File: config.mk
export PLATFORM = sky130hd
export DESIGN_NAME = status_frame_builder
export DESIGN_NICKNAME = d
export VERILOG_FILES = /design/src/frame_pkg.sv /design/src/frame_fifo.sv /design/src/status_frame_builder.sv
export SDC_FILE = /design/constraint.sdc
export NUM_CORES = 1
export LEC_CHECK = 0
export BUFFER_PORTS_ARGS = -buffer_cell sky130_fd_sc_hd__buf_2
export CAP_MARGIN = 20
export CORE_MARGIN = 1
export CORE_UTILIZATION = 40
export CTS_BUF_LIST = sky130_fd_sc_hd__clkbuf_8
export CTS_CLUSTER_SIZE = 28
export DETAILED_ROUTE_END_ITERATION = 10
export GPL_TIMING_DRIVEN = 0
export HOLD_SLACK_MARGIN = 0.1
export PLACE_DENSITY = 0.54
export SLEW_MARGIN = 20
export SYNTH_ARGS = -nofsm -noshare
export SYNTH_HDL_FRONTEND = slang
export SYNTH_HIERARCHICAL = 1
export SYNTH_SLANG_ARGS = --single-unit
File: constraint.sdc
create_clock -name clk_i -period 23.8 [get_ports clk_i]
set_input_delay 3.57 -clock clk_i [delete_from_list [all_inputs] [get_ports clk_i]]
set_output_delay 3.57 -clock clk_i [all_outputs]
set_load 0.005 [all_outputs]
File: src/frame_pkg.sv
/*
  Constants and carrier types for the periodic transmission status frame builder.
  Assumes a 20 MHz system clock and a CAN controller that takes whole frames.
*/
`default_nettype none
package frame_pkg;
  // ==========================================================================
  // identifier
  localparam logic [4:0]  PRIO_FIELD   = 5'h0C;
  localparam logic [15:0] PGN_VALUE    = 16'hF002;
  localparam logic [7:0]  SRC_ADDR     = 8'h03;
  localparam logic [28:0] FRAME_ID     = {PRIO_FIELD, PGN_VALUE, SRC_ADDR};
  localparam logic [3:0]  FRAME_DLC    = 4'h8;
  // ==========================================================================
  // payload field codes
  localparam logic [1:0]  BITS_ONES    = 2'h3;
  localparam logic [7:0]  BYTE_ONES    = 8'hFF;
  localparam logic [15:0] SPEED_FAULT  = 16'hFFFE;
  localparam logic [15:0] SPEED_NOSUP  = 16'hFFFF;
  // ==========================================================================
  // timing
  localparam int CLK_HZ       = 20000000;
  localparam int PERIOD_MS    = 10;
  localparam int PERIOD_CYC   = CLK_HZ / 1000 * PERIOD_MS;
  // ==========================================================================
  // register map (word byte addresses)
  localparam logic [3:0]  ADDR_CTRL    = 4'h0;
  localparam logic [3:0]  ADDR_STATUS  = 4'h4;
  localparam logic [3:0]  ADDR_COUNT   = 4'h8;
  localparam int          CTRL_EN_BIT  = 0;
  localparam logic [31:0] CTRL_RESET   = 32'h00000001;
  localparam int FIFO_DEPTH   = 8;

  typedef enum logic [1:0] {
    SPEED_OK    = 2'h0,
    SPEED_FLT   = 2'h1,
    SPEED_UNSUP = 2'h2
  } speed_status_t;

  typedef struct packed {
    logic [15:0]   speed;
    speed_status_t status;
  } speed_sample_t;

  typedef struct packed {
    logic [28:0] id;
    logic [3:0]  dlc;
    logic [63:0] data;
  } can_frame_t;
endpackage : frame_pkg
`default_nettype wire

File: src/frame_fifo.sv
/*
  Synchronous valid/ready FIFO with parameter width and depth.
  Assumes a single clock and synchronous active-high reset.
*/
`timescale 1ns/1ps
`default_nettype none
module frame_fifo #(
  parameter int WIDTH = 8,
  parameter int DEPTH = 8
) (
  input  wire logic             clk_i,
  input  wire logic             rst_i,
  input  wire logic [WIDTH-1:0] in_data_i,
  input  wire logic             in_valid_i,
  output logic                  in_ready_o,
  output logic      [WIDTH-1:0] out_data_o,
  output logic                  out_valid_o,
  input  wire logic             out_ready_i
);
  localparam int AW = $clog2(DEPTH);
  logic [WIDTH-1:0] mem [DEPTH];
  logic [AW-1:0]    wr_reg;
  logic [AW-1:0]    rd_reg;
  logic [AW:0]      cnt_reg;
  wire              pop  = out_ready_i && (cnt_reg != '0);

  assign in_ready_o  = (cnt_reg != (AW+1)'(DEPTH));
  assign out_valid_o = (cnt_reg != '0);
  assign out_data_o  = mem[rd_reg];

  function automatic logic [AW-1:0] bump(input logic [AW-1:0] p);
    bump = (p == AW'(DEPTH - 1)) ? '0 : p + 1'b1;
  endfunction : bump

  wire do_push = in_valid_i && in_ready_o;

  always_ff @(posedge clk_i) begin
    if (do_push) begin
      mem[wr_reg] <= in_data_i;
    end
  end

  always_ff @(posedge clk_i) begin
    if (rst_i) begin
      wr_reg  <= '0;
      rd_reg  <= '0;
      cnt_reg <= '0;
    end else begin
      if (do_push) begin
        wr_reg <= bump(wr_reg);
      end
      if (pop) begin
        rd_reg <= bump(rd_reg);
      end
      cnt_reg <= cnt_reg + (AW+1)'(do_push) - (AW+1)'(pop);
    end
  end
endmodule : frame_fifo
`default_nettype wire

File: src/status_frame_builder.sv
/*
  Periodic transmission status frame builder with a Wishbone register slave.
  Assumes speed/lockup inputs from logic on clk_i and a CAN controller
  that pops complete frames from a valid/ready port.
*/
`timescale 1ns/1ps
`default_nettype none
// Behaviour
// RULE_01: frame sent extended, 29-bit identifier hex CF00203.
// RULE_02: top identifier bits 01100, priority three.
// RULE_03: identifier carries group F002 and sender address 03.
// RULE_04: frame requested every 10 ms with length code 8.
// RULE_05: byte 1 bits 1-2 always ones.
// RULE_06: byte 1 bits 3-4 carry lockup state code.
// RULE_07: byte 1 bits 5-6 shift field always ones.
// RULE_08: byte 1 bits 7-8 always ones.
// RULE_09: output speed 16 bits, low byte 2, high byte 3.
// RULE_10: faulty output speed sends 65534.
// RULE_11: unsupported output speed sends 65535.
// RULE_12: bytes 4 and 5 sent as FF.
// RULE_13: input speed 16 bits, low byte 6, high byte 7.
// RULE_14: faulty input speed sends 65534.
// RULE_15: unsupported input speed sends 65535 not-supported code.
// RULE_16: byte 8 carries controller source address 03.
// RULE_17: all inputs sampled together when a frame is built.
module status_frame_builder #(
  parameter int PERIOD_CYCLES = frame_pkg::PERIOD_CYC,
  parameter int DEPTH         = frame_pkg::FIFO_DEPTH
) (
  input  wire logic                    clk_i,
  input  wire logic                    rst_i,
  // ==========================================================================
  // wishbone slave
  input  wire logic                    wb_cyc_i,
  input  wire logic                    wb_stb_i,
  input  wire logic                    wb_we_i,
  input  wire logic [3:0]              wb_adr_i,
  input  wire logic [3:0]              wb_sel_i,
  input  wire logic [31:0]             wb_dat_i,
  output logic      [31:0]             wb_dat_o,
  output logic                         wb_ack_o,
  // ==========================================================================
  // measurements
  input  wire frame_pkg::speed_sample_t out_speed_i,
  input  wire frame_pkg::speed_sample_t in_speed_i,
  input  wire logic [1:0]              lockup_state_i,
  // ==========================================================================
  // can controller side
  output frame_pkg::can_frame_t        tx_frame_o,
  output logic                         tx_valid_o,
  input  wire logic                    tx_ready_i
);
  localparam int CW = $clog2(PERIOD_CYCLES + 1);
  localparam int FW = $bits(frame_pkg::can_frame_t);

  typedef enum logic [2:0] {
    ST_IDLE  = 3'b001,
    ST_BUILD = 3'b010,
    ST_PUSH  = 3'b100
  } build_state_t;

  // ==========================================================================
  // field encoding
  function automatic logic [15:0] speed_code(input frame_pkg::speed_sample_t s);
    unique case (s.status)
      frame_pkg::SPEED_FLT:   speed_code = frame_pkg::SPEED_FAULT; // RULE_10 RULE_14
      frame_pkg::SPEED_UNSUP: speed_code = frame_pkg::SPEED_NOSUP; // RULE_11 RULE_15
      default:                speed_code = s.speed;
    endcase
  endfunction : speed_code

  // ==========================================================================
  // registers
  logic                    enable_reg;
  logic [31:0]             sent_reg;
  logic [31:0]             drop_reg;
  logic [CW-1:0]           tick_reg;
  build_state_t            state_reg;
  frame_pkg::speed_sample_t out_s_reg;
  frame_pkg::speed_sample_t in_s_reg;
  logic [1:0]              lock_reg;
  frame_pkg::can_frame_t   build_reg;
  logic                    ack_reg;
  logic [31:0]             rdat_reg;

  // ==========================================================================
  // period divider
  wire tick_hit = (tick_reg == CW'(PERIOD_CYCLES - 1));

  always_ff @(posedge clk_i) begin
    if (rst_i || !enable_reg || tick_hit) begin
      tick_reg <= '0;
    end else begin
      tick_reg <= tick_reg + 1'b1; // RULE_04
    end
  end

  // ==========================================================================
  // frame assembly
  wire       fifo_in_ready;
  wire [7:0] byte1 = {frame_pkg::BITS_ONES,           // RULE_08
                      frame_pkg::BITS_ONES,           // RULE_07
                      lock_reg,                       // RULE_06
                      frame_pkg::BITS_ONES};          // RULE_05
  wire [15:0] out_code = speed_code(out_s_reg);
  wire [15:0] in_code  = speed_code(in_s_reg);
  // byte 1 in data[7:0], byte 8 in data[63:56]
  wire [63:0] payload = {frame_pkg::SRC_ADDR,          // RULE_16
                         in_code[15:8], in_code[7:0],  // RULE_13
                         frame_pkg::BYTE_ONES,         // RULE_12
                         frame_pkg::BYTE_ONES,         // RULE_12
                         out_code[15:8], out_code[7:0], // RULE_09
                         byte1};

  always_ff @(posedge clk_i) begin
    if (rst_i) begin
      state_reg <= ST_IDLE;
    end else begin
      unique case (state_reg)
        ST_IDLE:  if (enable_reg && tick_hit) state_reg <= ST_BUILD;
        ST_BUILD: state_reg <= ST_PUSH;
        ST_PUSH:  state_reg <= ST_IDLE;
        default:  state_reg <= ST_IDLE;
      endcase
    end
  end

  always_ff @(posedge clk_i) begin
    if (rst_i) begin
      out_s_reg <= '0;
      in_s_reg  <= '0;
      lock_reg  <= frame_pkg::BITS_ONES;
    end else if (state_reg == ST_IDLE && enable_reg && tick_hit) begin
      out_s_reg <= out_speed_i; // RULE_17
      in_s_reg  <= in_speed_i;  // RULE_17
      lock_reg  <= lockup_state_i;
    end
  end

  always_ff @(posedge clk_i) begin
    if (rst_i) begin
      build_reg <= '0;
    end else if (state_reg == ST_BUILD) begin
      build_reg.id   <= frame_pkg::FRAME_ID;  // RULE_01 RULE_02 RULE_03
      build_reg.dlc  <= frame_pkg::FRAME_DLC; // RULE_04
      build_reg.data <= payload;
    end
  end

  // ==========================================================================
  // output buffer
  wire                  push_req = (state_reg == ST_PUSH);
  wire [FW-1:0]         fifo_q;
  wire                  fifo_q_valid;
  wire                  out_take = tx_valid_o && tx_ready_i;
  wire                  out_free = !tx_valid_o || tx_ready_i;

  frame_fifo #(
    .WIDTH (FW),
    .DEPTH (DEPTH)
  ) u_fifo (
    .clk_i       (clk_i),
    .rst_i       (rst_i),
    .in_data_i   (build_reg),
    .in_valid_i  (push_req),
    .in_ready_o  (fifo_in_ready),
    .out_data_o  (fifo_q),
    .out_valid_o (fifo_q_valid),
    .out_ready_i (out_free)
  );

  // registered output stage fed from the fifo head
  always_ff @(posedge clk_i) begin
    if (rst_i) begin
      tx_valid_o <= 1'b0;
      tx_frame_o <= '0;
    end else if (out_free) begin
      tx_valid_o <= fifo_q_valid;
      // empty head is never loaded, so the frame port stays defined
      if (fifo_q_valid) begin
        tx_frame_o <= fifo_q;
      end
    end
  end

  // ==========================================================================
  // counters
  always_ff @(posedge clk_i) begin
    if (rst_i) begin
      sent_reg <= '0;
      drop_reg <= '0;
    end else begin
      if (out_take) begin
        sent_reg <= sent_reg + 32'h00000001;
      end
      if (push_req && !fifo_in_ready) begin
        drop_reg <= drop_reg + 32'h00000001;
      end
    end
  end

  // ==========================================================================
  // wishbone register access
  wire wb_req     = wb_cyc_i && wb_stb_i && !ack_reg;
  // write commits on the edge where the master sees ack
  wire wb_done    = wb_cyc_i && wb_stb_i && ack_reg;
  wire wr_ctrl    = wb_done && wb_we_i && (wb_adr_i == frame_pkg::ADDR_CTRL) && wb_sel_i[0];
  wire [31:0] rd_mux =
      (wb_adr_i == frame_pkg::ADDR_CTRL)   ? {31'h00000000, enable_reg} :
      (wb_adr_i == frame_pkg::ADDR_STATUS) ? {drop_reg[15:0], 11'h000,
                                              fifo_q_valid, !fifo_in_ready, state_reg} :
      (wb_adr_i == frame_pkg::ADDR_COUNT)  ? sent_reg : 32'h00000000;

  always_ff @(posedge clk_i) begin
    if (rst_i) begin
      enable_reg <= frame_pkg::CTRL_RESET[frame_pkg::CTRL_EN_BIT];
      ack_reg    <= 1'b0;
      rdat_reg   <= '0;
    end else begin
      ack_reg  <= wb_req;
      rdat_reg <= rd_mux;
      if (wr_ctrl) begin
        enable_reg <= wb_dat_i[frame_pkg::CTRL_EN_BIT];
      end
    end
  end

  assign wb_ack_o = ack_reg;
  assign wb_dat_o = rdat_reg;
endmodule : status_frame_builder
`default_nettype wire

==> flow_metrics.py, run 1 <==
metrics = {
    "route": {
        "via_count": 23200,
        "first_pass_iters": 7,
        "viasPerCell": 5.05,
        "drt_iter0_drc": 1507,
        "routed_wl_um": 94900,
        "drc": 0,
        "wire_per_inst_um": 20.7,
        "ant_nets": 0,
    },
    "global_route": {
        "antenna_found_initial": 3,
        "grt_pass1_vias": 24200,
        "grt_pass1_wl_um": 144000,
        "grt_overflow_total": 0,
        "grt_max_degree": 66,
        "track_usage": 0.188,
    },
    "place": {
        "portBuffers": 180,
        "dp_cells": 4256,
        "hpwl_um": 65100,
        "gp_congestion": 0.841,
    },
    "power_and_ir_drop": {
        "power_density_nw_per_um2": 91.3,
        "clkPwrFrac": 0.338,
        "p_seq_frac": 0.474,
        "swShare": 0.275,
        "combPwrFrac": 0.188,
        "leakagePower_uw": 0.0167,
        "ir_drop_mv": 0.0539,
        "power.switching_uw": 1210,
        "p_int_uw": 3190,
    },
    "synth": {
        "ys_async_sr_fraction": 0,
        "yosys_warnings": 6,
        "ys_seq_elements": 1063,
        "ys_seq_area_frac": 0.721,
        "synth_compound_area_frac": 0.0420,
        "synth_top_family_by_area": "multiplexers",
        "synth_cell_types": 47,
        "synth.area.mux_share": 0.138,
        "synth-edff-count": 776,
        "syn_area_um2": 40300,
        "synthAdderAreaFrac": 0.00516,
        "synthCells": 2440,
        "synth_ff_type": "edfxtp_1",
        "synth-xor-area-share": 0.00740,
        "yosys.area_share.simple": 0.0634,
        "syn_area_per_cell_um2": 16.5,
    },
    "floorplan": {
        "die_w_um": 319,
        "std_cell_rows": 116,
        "start_util": 0.403,
        "die_area_um2": 102000,
        "pin_count": 215,
        "core_um2": 99900,
        "die_h_um": 319,
    },
    "sta": {
        "slew_headroom": 0.232,
        "post-route-min-period_ns": 6.09,
        "rsz0062_at_grt": "false",
        "finalClockSkew_ns": 0.0379,
        "fin_setup_tns_ns": 0,
        "finalCritPeriodShare": 0.256,
        "hold_violations": 0,
        "worst_slew_pin_slew_ns": 1.15,
        "slew_violations": 0,
        "fmax_ghz": 0.164,
        "setup_viol": 0,
    },
    "cts": {
        "clockRootBuffer": "clkbuf_8",
        "cts-resized-gates": 0,
        "cts.clk_slew.worst_paths_ns": 0.06,
        "cts_tree": "built",
        "clk_latency_ns": 0.83,
        "hold_buffers": 0,
        "postCtsSetupRepairBufs": 0,
        "ctsLongestPathBuffers": 3,
        "cts_max_level": 4,
        "cts_sinks": 1063,
        "cts_made_buffers": 173,
    },
    "worst_setup_path": {
        "crit_required_ns": 24.53,
        "startpoint_type": "input pin",
        "cp.arrival_ns": 6.82,
        "crit_fanout": 10,
        "crit_type": "input pin to flop",
        "cp-end-kind": "flop",
    },
    "cells_and_area": {
        "largest_register_ffs": 776,
        "finalNetCount": 3233,
        "drive_above_1_share": 0.261,
        "fin_cells": 4585,
        "area_growth_pct": 19.6,
    },
    "run": {
        "cap_violations": 0,
    },
    "run_status": {
        "status": "finished clean",
    },
    "min_path": {
        "hp-class": "flop to flop",
    },
}
[critical path, stage by stage]
cell      delay (ns)
buf_2           0.13
nand2b_1        0.31
and2_1          0.18
clkbuf_1        0.85
clkbuf_1        0.74
buf_1           0.65
nand2_1         0.21
a21oi_1         0.18
[stage by stage]
step	total power (uW)	area (um^2)	setup slack (ns)	hold WS, ns	util
finish	4390	48100	17.71	0.445	0.482
global route	4600	48100	17.61	0.472	0.482
floorplan	2660	41100	12.89	0.431	-
detailed placement	2970	44800	16.88	0.438	0.449
global placement	2950	43700	2.19	0.417	0.437
CTS	4460	48100	17.77	0.449	0.482
[final timing paths]
path,from,endpoint,slack (ns),depth (start not counted)
max,tx_ready_i,tx_frame_o[40],17.71,8
min,wb_ack_o,wb_ack_o,0.45,1
max reg2reg,u_fifo/cnt_reg[2],tx_frame_o[40],20.02,9
min reg2reg,wb_ack_o,wb_ack_o,0.45,1
[routing by layer]
metal	wire length, um	global-route usage
met5	13	0
met4	2600	0.0667
met3	4850	0.0407
met2	46200	0.309
met1	41200	0.246
[cell usage in the layout, fill, tap and decap left out, types with 11 or more instances in the layout]
master / count
mux4_2: 194
clkbuf_1: 107
buf_6: 36
edfxtp_1: 776
nor3_1: 11
dfxtp_1: 286
ha_1: 15
and3_1: 18
clkinv_1: 23
a21oi_1: 169
nand2b_1: 13
inv_1: 123
xnor2_1: 16
o21ai_0: 46
buf_1: 12
or3_1: 11
a22oi_1: 20
buf_4: 52
clkbuf_8: 191
clkinv_2: 15
nand3_1: 32
mux2_2: 98
conb_1: 232
buf_2: 211
o31ai_1: 20
buf_12: 13
nand4_1: 56
nor2_1: 94
a311oi_1: 30
xor2_1: 18
nand2_1: 227
or4_1: 20
[final cells by class]
cell class,instances,area (um^2)
Clock buffer,191,2630
Multi-Input combinational cell,1409,11200
Clock inverter,131,657
Tap cell,1298,1620
Timing Repair Buffer,287,2030
Antenna cell,7,17.5
Inverter,46,173
Buffer,153,729
Sequential cell,1063,29100
Fill cell,8657,51700
[power groups by stage]
stage	Combinational [uW]	Sequential [uW]	Clock (uW)
floorplan	543	2120	0
global placement	837	2120	0
detailed placement	845	2120	0
CTS	848	2080	1530
global route	906	2090	1610
finish	828	2080	1490
[Yosys cell counts (all sizes together), types with 2 or more instances]
library cell,instances,share of area
nand3,32,0.0040
or4b,2,0.00050
edfxtp,776,0.58
nor3,15,0.0019
and2,7,0.0011
dfxtp,287,0.14
xnor2,16,0.0035
nor2b,3,0.00047
mux2,98,0.027
clkbuf,109,0.010
a22oi,20,0.0037
nor4,8,0.0012
a211oi,2,0.00037
nand2b,13,0.0020
mux2i,9,0.0022
nand4,56,0.0087
a311oi,30,0.0065
and4,6,0.0013
nor3b,3,0.00056
or2,5,0.00078
or3,11,0.0017
nor2,97,0.0090
inv,46,0.0043
a21oi,169,0.021
buf,44,0.0079
nand2,227,0.021
mux4,194,0.11
or3b,3,0.00065
xor2,18,0.0039
or4,21,0.0040
nor4b,4,0.00087
nand4b,2,0.00044
o21ai,48,0.0060
and3,18,0.0028
o31ai,20,0.0037
ha,15,0.0047
[kinds of logic (layout without fill, tap and decap cells)]
family                   Yosys count  count (layout)
AO/OA/AOI/OAI                    292             292
XOR/XNOR                          34              34
adder cells (fa/ha/maj)           16              16
buffers and inverters            199             808
flip-flops                      1063            1063
multiplexers                     301             301
other                              1             239
AND/OR/NAND/NOR                  534             534
(Power assumes the default switching activity.)
==> run 2: changes to the inputs <==
--- a/config.mk
+++ b/config.mk
@@ -5,6 +5,7 @@
 export SDC_FILE = /design/constraint.sdc
 export NUM_CORES = 1
 export LEC_CHECK = 0
+export ABC_AREA = 1
 export BUFFER_PORTS_ARGS = -buffer_cell sky130_fd_sc_hd__buf_2
 export CAP_MARGIN = 20
 export CORE_MARGIN = 1
==> constraint.sdc (replaced) <==
create_clock -name clk_i -period 6 [get_ports clk_i]
set_input_delay 0.9 -clock clk_i [delete_from_list [all_inputs] [get_ports clk_i]]
set_output_delay 0.9 -clock clk_i [all_outputs]
set_load 0.005 [all_outputs]
==> run 2 against run 1 <==
Effect of this change: utilization is 0.44 points lower; clock skew is 0.0056 ns higher; design area is 10% higher; wire length is 24% higher; highest routed layer unchanged; synthesized cell count is 100% higher.
==> flow_metrics.py, run 2 <==
metrics = {
    "sta": {
        "worst_slew_pin_slew_ns": 1.04,
        "rsz0062_at_grt": "false",
        "slew_headroom": 0.298,
        "slew_violations": 0,
        "setup_viol": 0,
        "finalCritPeriodShare": 0.566,
        "fmax_ghz": 0.294,
        "finalClockSkew_ns": 0.0435,
        "hold_violations": 0,
        "post-route-min-period_ns": 3.40,
    },
    "cells_and_area": {
        "design_area_um2": 53100,
        "drive_above_1_share": 0.121,
        "final_cell_mix": "1478 x nand2_1, 1004 x inv_1, 776 x edfxtp_1",
        "fillers": 10800,
        "fin_util": 0.478,
        "final_common_cell": "nand2_1",
        "finalNetCount": 5707,
        "area_growth_pct": 18.0,
        "largest_register_ffs": 776,
    },
    "worst_setup_path": {
        "crit_slowest_cell": "nor3_2",
        "crit_family": "buffers and inverters",
        "path_buf_inv": 7,
        "crit_end": "u_fifo/mem[7][68]",
        "reg2reg_depth": 10,
        "cp.arrival_ns": 3.93,
        "reg2reg_to": "u_fifo/mem[7][68]",
        "crit_start": "state_reg[2]",
        "worstPathCellList": "inv_1 -> nor3_1 -> nand2_1 -> buf_2 -> nor3_2 -> buf_4 -> buf_4 -> buf_4 -> buf_4 -> buf_4",
        "cp-end-kind": "flop",
        "crit_fanout": 10,
        "crit_type": "flop to flop",
        "cp.depth": 10,
        "reg2reg_slack_ns": 2.60,
        "cp_common_cell": "buf_4",
        "startpoint_type": "flop",
        "crit_required_ns": 6.54,
        "critical-path-max-stage-delay_ns": 0.55,
        "reg2reg_from": "state_reg[2]",
    },
    "cts": {
        "clk_latency_ns": 0.86,
        "cts_sinks": 1063,
        "cts_max_level": 4,
        "cts_tree": "built",
        "clockRootBuffer": "clkbuf_8",
        "hold_buffers": 0,
        "cts-resized-gates": 0,
        "ctsLongestPathBuffers": 3,
        "cts_made_buffers": 183,
        "postCtsSetupRepairBufs": 0,
        "cts.clk_slew.worst_paths_ns": 0.06,
    },
    "synth": {
        "ys_async_sr_fraction": 0,
        "synth_area_leaders": "edfxtp_1 52%, dfxtp_1 13%, nand2_1 12%",
        "synth-edff-count": 776,
        "synth.most_common_cell": "nand2_1",
        "yosys_warnings": 6,
        "ys_seq_area_frac": 0.646,
        "synthCells": 4895,
        "synthTopCellsByCount": "1478 x nand2_1, 918 x inv_1, 776 x edfxtp_1, 438 x nand3_1, 414 x nor2_1",
        "syn_area_um2": 45000,
        "synth.largest_area_cell": "edfxtp_1",
        "ys_seq_elements": 1063,
        "yosysTopAreaCellShare": 0.518,
        "syn_area_per_cell_um2": 9.19,
        "synth_ff_type": "edfxtp_1",
        "synth_cell_types": 44,
    },
    "floorplan": {
        "std_cell_rows": 122,
        "die_area_um2": 114000,
        "pin_count": 215,
        "start_util": 0.405,
        "die_h_um": 337,
        "core_um2": 111000,
        "die_w_um": 337,
    },
    "power_and_ir_drop": {
        "combPwrFrac": 0.283,
        "swShare": 0.358,
        "power.switching_uw": 7250,
        "clkPwrFrac": 0.301,
        "power_density_nw_per_um2": 381,
        "leakagePower_uw": 0.0252,
        "p_int_uw": 13000,
        "p_seq_frac": 0.416,
        "ir_drop_mv": 0.204,
    },
    "run_status": {
        "status": "finished clean",
    },
    "route": {
        "ant_nets": 0,
        "drt_iter0_drc": 2237,
        "wire_per_inst_um": 16.2,
        "drc": 0,
        "routed_wl_um": 118000,
        "via_count": 32700,
        "viasPerCell": 4.51,
        "first_pass_iters": 5,
    },
    "global_route": {
        "grt_pass1_wl_um": 180000,
        "grt_pass1_vias": 31000,
        "antenna_found_initial": 10,
        "grt_overflow_total": 0,
        "grt_max_degree": 73,
        "track_usage": 0.209,
    },
    "min_path": {
        "hp-start": "in_speed_i[13]",
        "hp-class": "input pin to flop",
    },
    "place": {
        "hpwl_um": 82000,
        "gp_congestion": 0.827,
        "portBuffers": 179,
        "placed_area_um2": 49700,
    },
    "run": {
        "cap_violations": 0,
    },
}
-- run 2: cell count changes after synthesis, sizes merged, moves of 30 or more --
cell / before / now
mux2: 98 / 0
clkbuf: 109 / 65
nand2: 227 / 1480
o21ai: 48 / 150
nand3: 32 / 439
nand4: 56 / 25
a311oi: 30 / 0
nor2: 97 / 422
a31oi: 0 / 31
a21oi: 169 / 48
inv: 46 / 923
buf: 44 / 157
mux4: 194 / 0
-- run 2: worst reg2reg max path, stage by stage, from the launching register on --
cell and delay, ns:
dfxtp_1 0.37, inv_1 0.10, nor3_1 0.53, nand2_1 0.14
buf_2 0.23, nor3_2 0.55, buf_4 0.33, buf_4 0.22
buf_4 0.19, buf_4 0.21, buf_4 0.21
-- run 2: final cells by class --
cell class              instances  area (um^2)  area share
multi-input cells            2916        12300       0.232
flip-flops and latches       1063        29100       0.547
inverters                     925         3470      0.0654
well taps                    1488         1860      0.0351
clock inverters               146          671      0.0126
clock buffers                 199         2740      0.0516
repair buffers                296         1910      0.0359
diodes                          6         15.0    0.000283
plain buffers                 222         1040      0.0197
-- run 2: how the worst min path moves through the flow --
| stage | end | slack (ns) | cells past startpoint |
|---|---|---|---|
| detailed placement | wb_ack_o | 0.43 | 1 |
| global route | in_s_reg[13] | 0.22 | 3 |
| finish | in_s_reg[13] | 0.27 | 3 |
| floorplan | wb_dat_o[11] | 0.42 | 2 |
| global placement | wb_ack_o | 0.44 | 1 |
| CTS | in_s_reg[13] | 0.18 | 3 |
-- run 2: power groups by stage --
stage          sequential [uW]  clock, uW  combinational [uW]
4_1_cts                   8430       6260                5840
3_3_place_gp              8570          0                5780
5_1_grt                   8460       6590                6440
3_5_place_dp              8580          0                5820
6_report                  8420       6080                5730
2_1_floorplan             8570          0                3420
-- run 2: metrics by stage --
| step | cells | total power, uW | worst slack [ns] | hold slack [ns] | setup TNS, ns |
|---|---|---|---|---|---|
| finish | 7261 | 20200 | 2.60 | 0.268 | 0 |
| global route | 7258 | 21500 | 2.37 | 0.217 | 0 |
| CTS | 7255 | 20500 | 2.59 | 0.182 | 0 |
| detailed placement | 6910 | 14400 | 2.41 | 0.433 | 0 |
| global placement | 6793 | 14300 | -9.52 | 0.440 | -7349.31 |
| floorplan | 5126 | 12000 | -2.33 | 0.422 | -1804.83 |
-- run 2: cell families (layout without fill, tap and decap cells) --
logic type / after synthesis / after routing / share of synthesized area
and+or+nand+nor: 2411 / 2411 / 0.218
xor gates and xnor gates: 9 / 9 / 0.00175
adders and majority gates: 16 / 16 / 0.00462
AOI/OAI and AO/OA: 248 / 248 / 0.0294
buffers and inverters: 1147 / 1788 / 0.100
DFF: 1063 / 1063 / 0.646
other: 1 / 238 / 0.0000834
-- run 2: metal layers --
layer,GRT usage,vias up,wire length (um)
li1,-,16600,-
met1,0.285,15200,53700
met2,0.341,773,55500
met3,0.0358,185,6130
met4,0.0629,2,2530
met5,0,-,10
